**src/design/gpio_bank_pkg.sv**
```systemverilog
// Summary of operation
// - Writing pin_level drives each assigned output pin to its bit value.
// - Pin_level bits written for input pins are ignored and leave them unchanged.
// - Reading pin_level returns present level of every assigned pin, input or output.
// - Outputs changed by one write may move at slightly different moments.
// - Highz bit 1 floats an assigned output, 0 drives it; reset zero.
// - Open-drain bit 1 makes the output open drain, 0 push-pull; reset zero.
// - An open-drain output keeps a weak pull-up on while not pulling low.
// - Pull-up bit enables the input pin pull-up; all enabled after reset.
// - Pull-down bit enables the input pin pull-down; all disabled after reset.
// - Input interrupts need mask bit and a rise or fall enable; masks reset zero.
// - Mask bits of output pins have no effect; outputs never interrupt.
// - Rise enable plus mask raises an interrupt on each rising edge; reset ones.
// - Rise and fall both enabled raise interrupts on both edges.
// - Fall enable plus mask raises an interrupt on each falling edge; reset ones.
// - Function-select 1 hands the pin to this bank; 0 leaves it to the UART side.
// - Direction 0 makes an assigned pin an input, 1 an output; reset zero.
// - Writing 1 to set drives output high, to clear drives low; 0 does nothing.
`default_nettype none

package gpio_bank_pkg;
    localparam int PIN_CNT = 16;
    localparam int ADDR_W = 10;
    localparam int DATA_W = 16;

    // Register offsets, one 16-bit register per address
    localparam logic [9:0] OFS_FUNC_SEL = 10'h3C0;
    localparam logic [9:0] OFS_DIR = 10'h3C1;
    localparam logic [9:0] OFS_SET = 10'h3C2;
    localparam logic [9:0] OFS_CLEAR = 10'h3C3;
    localparam logic [9:0] OFS_PIN_LEVEL = 10'h3C4;
    localparam logic [9:0] OFS_HIGHZ = 10'h3C5;
    localparam logic [9:0] OFS_OPENDRAIN = 10'h3C6;
    localparam logic [9:0] OFS_PULLUP = 10'h3C7;
    localparam logic [9:0] OFS_PULLDOWN = 10'h3C8;
    localparam logic [9:0] OFS_IRQ_MASK = 10'h3C9;
    localparam logic [9:0] OFS_RISE_EN = 10'h3CA;
    localparam logic [9:0] OFS_FALL_EN = 10'h3CB;

    // Reset values
    localparam logic [15:0] RST_FUNC_SEL = 16'h0000;
    localparam logic [15:0] RST_DIR = 16'h0000;
    localparam logic [15:0] RST_PIN_LEVEL = 16'h0000;
    localparam logic [15:0] RST_HIGHZ = 16'h0000;
    localparam logic [15:0] RST_OPENDRAIN = 16'h0000;
    localparam logic [15:0] RST_PULLUP = 16'hFFFF;
    localparam logic [15:0] RST_PULLDOWN = 16'h0000;
    localparam logic [15:0] RST_IRQ_MASK = 16'h0000;
    localparam logic [15:0] RST_RISE_EN = 16'hFFFF;
    localparam logic [15:0] RST_FALL_EN = 16'hFFFF;
    localparam logic [15:0] RD_UNMAPPED = 16'h0000;
endpackage : gpio_bank_pkg

`default_nettype wire

```
**src/design/pin_evt_if.sv**
```systemverilog
`default_nettype none

// Synchronised pin levels and their one-cycle edge pulses
interface pin_evt_if;
    import gpio_bank_pkg::*;
    logic [PIN_CNT-1:0] level;
    logic [PIN_CNT-1:0] rise;
    logic [PIN_CNT-1:0] fall;
    modport src (output level, rise, fall);
    modport dst (input level, rise, fall);
endinterface : pin_evt_if

`default_nettype wire

```
**src/design/pin_sync_edge.sv**
```systemverilog
`default_nettype none

module pin_sync_edge
    import gpio_bank_pkg::*;
(
    input wire logic core_clk, // Core clock
    input wire logic nrst, // Synchronous reset, active low
    input wire logic [PIN_CNT-1:0] pad_in, // Raw pad levels
    pin_evt_if.src evt // Synchronised levels and edges
);
    logic [PIN_CNT-1:0] meta_ff;
    logic [PIN_CNT-1:0] sync_ff;
    logic [PIN_CNT-1:0] prev_ff;

    // Two-flop synchroniser; only the second stage is looked at.
    // Not reset, so the chain tracks the pins through reset and a pulled-up pin shows no false edge at release.
    always_ff @(posedge core_clk) begin
        meta_ff <= pad_in;
        sync_ff <= meta_ff;
    end

    // Previous sample, also running through reset
    always_ff @(posedge core_clk) begin
        prev_ff <= sync_ff;
    end

    // No edges are reported while reset is held; reset must last three edges to flush the chain
    assign evt.level = sync_ff;
    assign evt.rise = {PIN_CNT{nrst}} & sync_ff & ~prev_ff;
    assign evt.fall = {PIN_CNT{nrst}} & ~sync_ff & prev_ff;
endmodule : pin_sync_edge

`default_nettype wire

```
**src/design/irq_event_latch.sv**
```systemverilog
`default_nettype none

module irq_event_latch
    import gpio_bank_pkg::*;
(
    input wire logic core_clk, // Core clock
    input wire logic nrst, // Synchronous reset, active low
    input wire logic [PIN_CNT-1:0] event_in, // Qualified edge events, one-cycle pulses
    input wire logic [PIN_CNT-1:0] collect, // Host clears these pending bits
    output logic [PIN_CNT-1:0] pending // Sticky pending events
);
    logic [PIN_CNT-1:0] pend_ff;

    // A new event in the clearing cycle survives: set beats clear
    always_ff @(posedge core_clk) begin
        if (!nrst) begin
            pend_ff <= 16'h0000;
        end else begin
            pend_ff <= (pend_ff & ~collect) | event_in;
        end
    end

    assign pending = pend_ff;
endmodule : irq_event_latch

`default_nettype wire

```
**src/design/gpio_bank_pad_irq_ctrl.sv**
```systemverilog
`default_nettype none

module gpio_bank_pad_irq_ctrl
    import gpio_bank_pkg::*;
(
    input wire logic core_clk, // Core clock, 20 MHz
    input wire logic nrst, // Synchronous reset, active low
    input wire logic [ADDR_W-1:0] reg_addr, // Register address
    input wire logic reg_wr, // Write strobe, one cycle
    input wire logic reg_rd, // Read strobe, one cycle
    input wire logic [DATA_W-1:0] reg_wdata, // Write data
    output logic [DATA_W-1:0] reg_rdata, // Read data, valid with reg_rvalid
    output logic reg_rvalid, // Read data valid pulse
    input wire logic [PIN_CNT-1:0] pad_in, // Pad input levels
    output logic [PIN_CNT-1:0] pad_out, // Pad output levels
    output logic [PIN_CNT-1:0] pad_oe_n, // Pad drive enable, low drives
    output logic [PIN_CNT-1:0] pad_pullup_en, // Weak pull-up enable
    output logic [PIN_CNT-1:0] pad_pulldown_en, // Weak pull-down enable
    input wire logic [PIN_CNT-1:0] alt_out, // UART/GPIO side output level
    input wire logic [PIN_CNT-1:0] alt_oe_n, // UART/GPIO side drive enable, low drives
    input wire logic [PIN_CNT-1:0] alt_pullup_en, // UART/GPIO side pull-up
    input wire logic [PIN_CNT-1:0] irq_collect, // Clears pending edge events
    output logic [PIN_CNT-1:0] irq_pending, // Latched edge events per pin
    output logic irq_out // Any pending event
);
    logic [PIN_CNT-1:0] func_sel_ff;
    logic [PIN_CNT-1:0] dir_ff;
    logic [PIN_CNT-1:0] out_level_ff;
    logic [PIN_CNT-1:0] nxt_out_level;
    logic [PIN_CNT-1:0] highz_ff;
    logic [PIN_CNT-1:0] opendrain_ff;
    logic [PIN_CNT-1:0] pullup_ff;
    logic [PIN_CNT-1:0] pulldown_ff;
    logic [PIN_CNT-1:0] irq_mask_ff;
    logic [PIN_CNT-1:0] rise_en_ff;
    logic [PIN_CNT-1:0] fall_en_ff;
    logic [PIN_CNT-1:0] pad_out_ff;
    logic [PIN_CNT-1:0] pad_oe_n_ff;
    logic [PIN_CNT-1:0] pad_pullup_ff;
    logic [PIN_CNT-1:0] pad_pulldown_ff;
    logic [DATA_W-1:0] rdata_ff;
    logic [DATA_W-1:0] nxt_rdata;
    logic rvalid_ff;
    logic [PIN_CNT-1:0] out_pins;
    logic [PIN_CNT-1:0] in_pins;
    logic [PIN_CNT-1:0] edge_event;
    logic wr_func_sel;
    logic wr_dir;
    logic wr_set;
    logic wr_clear;
    logic wr_level;

    pin_evt_if evt ();

    // Pins owned by this bank, split by direction
    assign out_pins = func_sel_ff & dir_ff;
    assign in_pins = func_sel_ff & ~dir_ff;

    // Address decode for writes
    assign wr_func_sel = reg_wr && (reg_addr == OFS_FUNC_SEL);
    assign wr_dir = reg_wr && (reg_addr == OFS_DIR);
    assign wr_set = reg_wr && (reg_addr == OFS_SET);
    assign wr_clear = reg_wr && (reg_addr == OFS_CLEAR);
    assign wr_level = reg_wr && (reg_addr == OFS_PIN_LEVEL);

    // Function select and direction
    always_ff @(posedge core_clk) begin
        if (!nrst) begin
            func_sel_ff <= RST_FUNC_SEL;
            dir_ff <= RST_DIR;
        end else begin
            if (wr_func_sel) begin
                func_sel_ff <= reg_wdata;
            end
            if (wr_dir) begin
                dir_ff <= reg_wdata;
            end
        end
    end

    // Output level: only assigned outputs take new bits, inputs keep theirs
    always_comb begin
        nxt_out_level = out_level_ff;
        if (wr_level) begin
            nxt_out_level = (out_level_ff & ~out_pins) | (reg_wdata & out_pins);
        end
        if (wr_set) begin
            nxt_out_level = out_level_ff | (reg_wdata & out_pins);
        end
        if (wr_clear) begin
            nxt_out_level = out_level_ff & ~(reg_wdata & out_pins);
        end
    end

    always_ff @(posedge core_clk) begin
        if (!nrst) begin
            out_level_ff <= RST_PIN_LEVEL;
        end else begin
            out_level_ff <= nxt_out_level;
        end
    end

    // Pad configuration registers
    always_ff @(posedge core_clk) begin
        if (!nrst) begin
            highz_ff <= RST_HIGHZ;
            opendrain_ff <= RST_OPENDRAIN;
            pullup_ff <= RST_PULLUP;
            pulldown_ff <= RST_PULLDOWN;
        end else if (reg_wr) begin
            unique case (reg_addr)
                OFS_HIGHZ: highz_ff <= reg_wdata;
                OFS_OPENDRAIN: opendrain_ff <= reg_wdata;
                OFS_PULLUP: pullup_ff <= reg_wdata;
                OFS_PULLDOWN: pulldown_ff <= reg_wdata;
                default: ;
            endcase
        end
    end

    // Interrupt configuration registers
    always_ff @(posedge core_clk) begin
        if (!nrst) begin
            irq_mask_ff <= RST_IRQ_MASK;
            rise_en_ff <= RST_RISE_EN;
            fall_en_ff <= RST_FALL_EN;
        end else if (reg_wr) begin
            unique case (reg_addr)
                OFS_IRQ_MASK: irq_mask_ff <= reg_wdata;
                OFS_RISE_EN: rise_en_ff <= reg_wdata;
                OFS_FALL_EN: fall_en_ff <= reg_wdata;
                default: ;
            endcase
        end
    end

    // Pad drive, registered so all pad outputs come from flops.
    // Every pin moves on the same edge here, but the pad ring may still skew them.
    always_ff @(posedge core_clk) begin
        if (!nrst) begin
            pad_out_ff <= 16'h0000;
            pad_oe_n_ff <= 16'hFFFF;
            pad_pullup_ff <= 16'h0000;
            pad_pulldown_ff <= 16'h0000;
        end else begin
            for (int i = 0; i < PIN_CNT; i++) begin
                if (!func_sel_ff[i]) begin
                    // Pin left to the UART/GPIO side
                    pad_out_ff[i] <= alt_out[i];
                    pad_oe_n_ff[i] <= alt_oe_n[i];
                    pad_pullup_ff[i] <= alt_pullup_en[i];
                    pad_pulldown_ff[i] <= 1'b0;
                end else if (dir_ff[i]) begin
                    // Assigned output: tri-state wins over drive style
                    pad_pulldown_ff[i] <= 1'b0;
                    if (highz_ff[i]) begin
                        pad_out_ff[i] <= 1'b0;
                        pad_oe_n_ff[i] <= 1'b1;
                        pad_pullup_ff[i] <= 1'b0;
                    end else if (opendrain_ff[i]) begin
                        pad_out_ff[i] <= 1'b0;
                        pad_oe_n_ff[i] <= out_level_ff[i];
                        pad_pullup_ff[i] <= out_level_ff[i];
                    end else begin
                        pad_out_ff[i] <= out_level_ff[i];
                        pad_oe_n_ff[i] <= 1'b0;
                        pad_pullup_ff[i] <= 1'b0;
                    end
                end else begin
                    // Assigned input: pulls as configured, never driven
                    pad_out_ff[i] <= 1'b0;
                    pad_oe_n_ff[i] <= 1'b1;
                    pad_pullup_ff[i] <= pullup_ff[i];
                    pad_pulldown_ff[i] <= pulldown_ff[i];
                end
            end
        end
    end

    assign pad_out = pad_out_ff;
    assign pad_oe_n = pad_oe_n_ff;
    assign pad_pullup_en = pad_pullup_ff;
    assign pad_pulldown_en = pad_pulldown_ff;

    // Input synchroniser and edge finder
    pin_sync_edge u_sync (
        .core_clk(core_clk),
        .nrst(nrst),
        .pad_in(pad_in),
        .evt(evt.src)
    );

    // Qualify edges: input pins only, mask gates the chosen edge kinds.
    // A direction change can itself look like an edge; software should mask first.
    assign edge_event = in_pins & irq_mask_ff &
        ((evt.rise & rise_en_ff) | (evt.fall & fall_en_ff));

    irq_event_latch u_latch (
        .core_clk(core_clk),
        .nrst(nrst),
        .event_in(edge_event),
        .collect(irq_collect),
        .pending(irq_pending)
    );

    assign irq_out = |irq_pending;

    // Read mux; pin_level returns live pin state of assigned pins
    always_comb begin
        unique case (reg_addr)
            OFS_FUNC_SEL: nxt_rdata = func_sel_ff;
            OFS_DIR: nxt_rdata = dir_ff;
            OFS_PIN_LEVEL: nxt_rdata = evt.level & func_sel_ff;
            OFS_HIGHZ: nxt_rdata = highz_ff;
            OFS_OPENDRAIN: nxt_rdata = opendrain_ff;
            OFS_PULLUP: nxt_rdata = pullup_ff;
            OFS_PULLDOWN: nxt_rdata = pulldown_ff;
            OFS_IRQ_MASK: nxt_rdata = irq_mask_ff;
            OFS_RISE_EN: nxt_rdata = rise_en_ff;
            OFS_FALL_EN: nxt_rdata = fall_en_ff;
            default: nxt_rdata = RD_UNMAPPED; // Set/clear are write-only
        endcase
    end

    // Read data registered one cycle after the strobe
    always_ff @(posedge core_clk) begin
        if (!nrst) begin
            rdata_ff <= 16'h0000;
            rvalid_ff <= 1'b0;
        end else begin
            rvalid_ff <= reg_rd;
            if (reg_rd) begin
                rdata_ff <= nxt_rdata;
            end
        end
    end

    assign reg_rdata = rdata_ff;
    assign reg_rvalid = rvalid_ff;
endmodule : gpio_bank_pad_irq_ctrl

`default_nettype wire

```
**config.mk**
```make
export PLATFORM = sky130hd
export DESIGN_NAME = gpio_bank_pad_irq_ctrl
export DESIGN_NICKNAME = d
export VERILOG_FILES = /design/src/design/gpio_bank_pkg.sv /design/src/design/pin_evt_if.sv /design/src/design/pin_sync_edge.sv /design/src/design/irq_event_latch.sv /design/src/design/gpio_bank_pad_irq_ctrl.sv
export SDC_FILE = /design/constraint.sdc
export NUM_CORES = 1
export LEC_CHECK = 0
export ABC_AREA = 1
export BUFFER_PORTS_ARGS = -buffer_cell sky130_fd_sc_hd__buf_2
export CORE_MARGIN = 4
export CORE_UTILIZATION = 55
export CTS_CLUSTER_DIAMETER = 150
export DETAILED_ROUTE_END_ITERATION = 6
export PLACE_DENSITY = 0.87
export SLEW_MARGIN = 10
export SYNTH_ARGS = -nofsm -noshare
export SYNTH_HDL_FRONTEND = slang
export SYNTH_SLANG_ARGS = --single-unit
```
**constraint.sdc**
```tcl
create_clock -name core_clk -period 3.4 [get_ports core_clk]
set_clock_uncertainty 0.1 [all_clocks]
set_input_delay 0.68 -clock core_clk [delete_from_list [all_inputs] [get_ports core_clk]]
set_output_delay 0.68 -clock core_clk [all_outputs]
set_load 0.02 [all_outputs]
```
Word level (Yosys, flattened, before mapping)
Index checks and enable logic that the tools add are counted.

word-level totals
  register bits after elaboration = 305
  input port bits = 110
  output and inout port bits = 98
  word-level logic and storage cells = 299

operators by class
  equality and inequality tests = 12
  mux-type cells = 180
  bitwise gates (word level) = 42
  reduce and logical (&&, ||, !) cells = 30

operators by type and width
  operator                                     count
  16-bit AND                                   15
  1-bit two-way mux                            176
  16-bit one-hot mux with 10 select lines      1
  10-bit equality test, second input constant  12
  16-bit inverter                              6
  16-bit bitwise OR                            4
  16-bit two-way mux                           3
  3-bit OR reduction                           16
  1-bit inverter                               17
  16-bit OR reduction                          1
  2-bit AND reduction                          7
  1-bit logical AND                            5
  3-bit nonzero test                           1

Logic depth before layout (Yosys ltp)
  depth after elaboration = 7
  gate-level depth with buffers = 12
  gate-level depth less buffers = 11

Modules after synthesis
From an unflattened synthesis, not the netlist that was laid out.

second synthesis, totals
  cells, all modules = 1686
  area total of the unflattened synthesis = 12415.7 µm²

by module, submodules not included
  module                  times used  cells an instance  area an instance (µm²)  sequential area each (µm²)
  gpio_bank_pad_irq_ctrl  1           1489               10542.6                 4824.6
  pin_sync_edge           1           115                1239.9                  960.9
  irq_event_latch         1           82                 633.1                   320.3

Worst setup path after synthesis
OpenSTA, ideal clock, no wires.

  path type = input port to flip-flop
  from = in reg_addr[3]
  to = reg out_level_ff[10]
  library setup time = 0.132 ns
  data arrival time = 1.760 ns
  data required time = 3.168 ns
  setup slack = 1.408 ns
  stages on the path = 9
  buffers on the path = 1
  cells stage by stage = nor2_2 inv_2 nor3_2 nand2_1 o21ai_2 buf_4 nand2_1 o21ai_1 a21oi_1

on the way
  longest elaborated chain between the ends = 4
  elaborated cells between the ends (all ways) = 9
  those cells by class = 3 x eq/ne; 2 x mux; 4 x reduce/logical

RTL lines
  element               RTL line                      source
  from (decl)           gpio_bank_pad_irq_ctrl.sv:8   input wire logic [ADDR_W-1:0] reg_addr,
  10-bit equality test  gpio_bank_pad_irq_ctrl.sv:62  assign wr_set = reg_wr && (reg_addr == OFS_SET);
  1-bit logical AND     gpio_bank_pad_irq_ctrl.sv:62
  16-bit two-way mux    gpio_bank_pad_irq_ctrl.sv:87  if (wr_set) begin
  16-bit two-way mux    gpio_bank_pad_irq_ctrl.sv:90  if (wr_clear) begin
  to (signal assigned)  gpio_bank_pad_irq_ctrl.sv:99  out_level_ff <= nxt_out_level;
  to (decl)             gpio_bank_pad_irq_ctrl.sv:28  logic [PIN_CNT-1:0] out_level_ff;

Several ways; a longest one is shown, not always the timed one.
A chain may end at the register's enable or synchronous reset.

Worst setup path after layout
  from = reg u_latch.pend_ff[14] (netlist: u_latch.pending[14])
  to = out irq_out

on the way
  longest elaborated chain between the ends = 1

RTL lines
  element                 RTL line                       source
  from (decl)             irq_event_latch.sv:12          logic [PIN_CNT-1:0] pend_ff;
  from (signal assigned)  irq_event_latch.sv:19          pend_ff <= (pend_ff & ~collect) | event_in;
  16-bit OR reduction     gpio_bank_pad_irq_ctrl.sv:206  assign irq_out = |irq_pending;
  to (decl)               gpio_bank_pad_irq_ctrl.sv:24   output logic irq_out

No other way between the ends.

==> results by group <==
Yosys
  – Xor and xnor area share after synthesis: 0
  – Synth top area share: 0.496
  – Cell variety after synth: 27
  – Sequential fraction of the synthesis area: 0.496
  – Synth Area in Compound Gates: 0.182
  – Mux cell area share after synthesis: 0
  – Synth warn: 0
  – Top post-synthesis cells by area: dfxtp_1 50%, nand2_1 9.3%, a21oi_1 6.6%, o21ai_0 5.3%, nor2_1 4.9%
  – Post-Synth Simple-Gate Area: 0.251
  – Cell count after synthesis: between 1,500 and 2,000
  – Syn_nets: 1,734
  – Largest family of logic cells by synthesized area: simple AND/OR/NAND/NOR gates
  – Seq cells post-synth: ~310
  – Average cell area after synthesis: about 7.6 sq um
  – Post-Synth Adder-Cell Area: 0
  – Mapped cell area: about 0.012 sq mm
  – Leading area contributor after synthesis: dfxtp_1

STA
  – Final critical-path share of the clock period: 0.790
  – Final hold violation count: 0
  – Fin Hold WS: 121 ps
  – Relative slew slack: 0.358
  – Setup TNS: 0 ps
  – Final Critical Period: about 2700 ps
  – Final worst-path setup slack: ~710 ps
  – Fmax: 0.372 GHz
  – Slew @ Worst Pin: just under 1000 ps
  – RSZ-0062 raised after global routing: false
  – Setup violators final: 0
  – Count of final max-slew check failures: 0

Run status
  – Outcome: finished clean

Die
  – Die width: between 150 and 200 um
  – Die area: ~0.025 sq mm
  – Core ar.: approximately 0.022 sq mm
  – Initial Util: 0.562
  – FP Rows: 54
  – Die Ht: between 150 and 200 um
  – # IOs: roughly 210

Layout
  – Share of layout cells above drive strength 1: 0.172
  – Area of the multi-input gates: 0.00533 sq mm
  – Nets: roughly 1,900
  – Core Util, Final: 0.668
  – Commonest non-fill, non-tap cell in the layout: dfxtp_1
  – Storage cell area: roughly 0.006 sq mm
  – Commonest non-fill, non-tap cells in the layout: 305 x dfxtp_1, 304 x nand2_1, 206 x buf_2, 161 x nor2_1, 161 x a21oi_1
  – Antenna diode count: 0
  – Final instance area: roughly 0.015 sq mm
  – P&R area growth vs syn: 18.9%
  – Non-Filler Instances: 2,105
  – Fillers: about 1,800

Job
  – # Max-Cap Violations: 0

Placed design
  – Cell Area, Placed: 0.0136 sq mm
  – GP Congestion: around 0.98
  – IO Port Bufs: 207
  – DP HPWL: 28,800 um
  – Placed cells: just over 2,000
  – DP Worst Slack: roughly 730 ps

Routing
  – WL final: 40,800 um
  – Vias: between 10,000 and 15,000
  – Router iterations before antenna repair: 7
  – DRC viols: 0
  – Iteration-0 DRC Markers: 1,737
  – Vias per inst: between 6 and 7
  – WL/cell: a little under 20 um
  – Post-route ant nets: 0

Clock tree
  – CTS Sinks: between 300 and 400
  – Postcts setup bufs: 0
  – Total CTS buffers: 30
  – CTS resizes: 0
  – Clk Latency, worst-skew pair: 550 ps
  – Cts hold-fix bufs: 0
  – CTS Root Cell: clkbuf_16
  – Clock-pin slew on the worst setup and hold paths: about 70 ps
  – H-tree depth: 1
  – Maximum clock insertion buffer count: 3
  – CTS tree: done

Global route
  – First-pass GRT wire length: between 60,000 and 70,000 um
  – Initial antenna violation count: 1
  – Vias in the first global route: about 11,000
  – Pin count of the biggest net entering global routing: 63
  – GRT Total Usage: 0.316
  – Total grt overflow: 0

Power
  – Power Density: 518 mW/mm^2
  – Total power draw: roughly 7.6 mW
  – Peak supply drop: 0.360 mV
  – Leak pwr: between 6 and 7 nW

Worst setup path
  – Startpoint Class: flop
  – Worst-path fanout max: 3
  – Critical Path RT: 2620 ps
  – CP Capture Type: primary output
  – WP data arrival: around 1900 ps
  – CP Class: flop to primary output

Hold path
  – Hold WC Path Type: primary input to flop
-- Yosys cell counts --
| library cell | n |
|---|---|
| a21o_1 | 16 |
| a21oi_1 | 161 |
| a221oi_1 | 16 |
| buf_1 | 7 |
| buf_2 | 20 |
| buf_4 | 4 |
| clkbuf_1 | 63 |
| clkinv_1 | 2 |
| dfxtp_1 | 305 |
| inv_1 | 121 |
| inv_2 | 4 |
| nand2_1 | 304 |
| nand2_2 | 2 |
| nand3_1 | 115 |
| nand3b_1 | 2 |
| nand4_1 | 85 |
| nor2_1 | 161 |
| nor2_2 | 7 |
| nor2_4 | 3 |
| nor3_1 | 16 |
| nor3_2 | 2 |
| nor4_1 | 5 |
| o2111ai_1 | 8 |
| o211ai_1 | 48 |
| o21ai_0 | 130 |
| o21ai_1 | 16 |
| o21ai_2 | 1 |
-- report_power, final --
part	total (mW)	switching [mW]	internal, mW
sequential	3.66	0.0301	3.63
combinational	0.388	0.268	0.120
clock	3.52	1.48	2.05
total	7.57	1.77	5.80
-- final cells by class --
type / count / share of cell area
inverter: 127 / 0.0326
timing repair buffer: 239 / 0.0892
multi-input combinational: 1098 / 0.365
sequential: 305 / 0.418
clock inverter: 21 / 0.0161
clock buffer: 35 / 0.0561
tap: 280 / 0.0240
-- final timing paths --
check	startpoint	end	slack (ps)	cells after the start
max	u_latch.pending[14]	irq_out	710	3
min	pad_in[13]	u_sync.meta_ff[13]	120	1
max reg2reg	func_sel_ff[10]	u_latch.pending[10]	1740	4
min reg2reg	u_sync.meta_ff[15]	u_sync.evt.level[15]	230	0
-- worst max-delay path, stage by stage (launching register included) --
cell,delay (ps)
dfxtp_1,320
nor4_1,670
nand4_1,160
buf_2,210
-- layer usage --
metal  share of wire  vias to the layer above  wire (um)  track usage
met2            0.42                      849      17100        0.461
met5         0.00042                        -         17            0
met4           0.016                        2        667       0.0672
met3            0.15                       60       5970       0.0828
met1            0.42                     5846      17000        0.472
li1                -                     5895          -            -
-- cell families (layout without fill, tap and decap cells) --
logic type | after synthesis | in the layout
and+or+nand+nor | 702 | 702
AOI/OAI and AO/OA | 396 | 396
DFF | 305 | 305
buffers and inverters | 221 | 422
No activity file was read; power rests on OpenSTA's default activity.
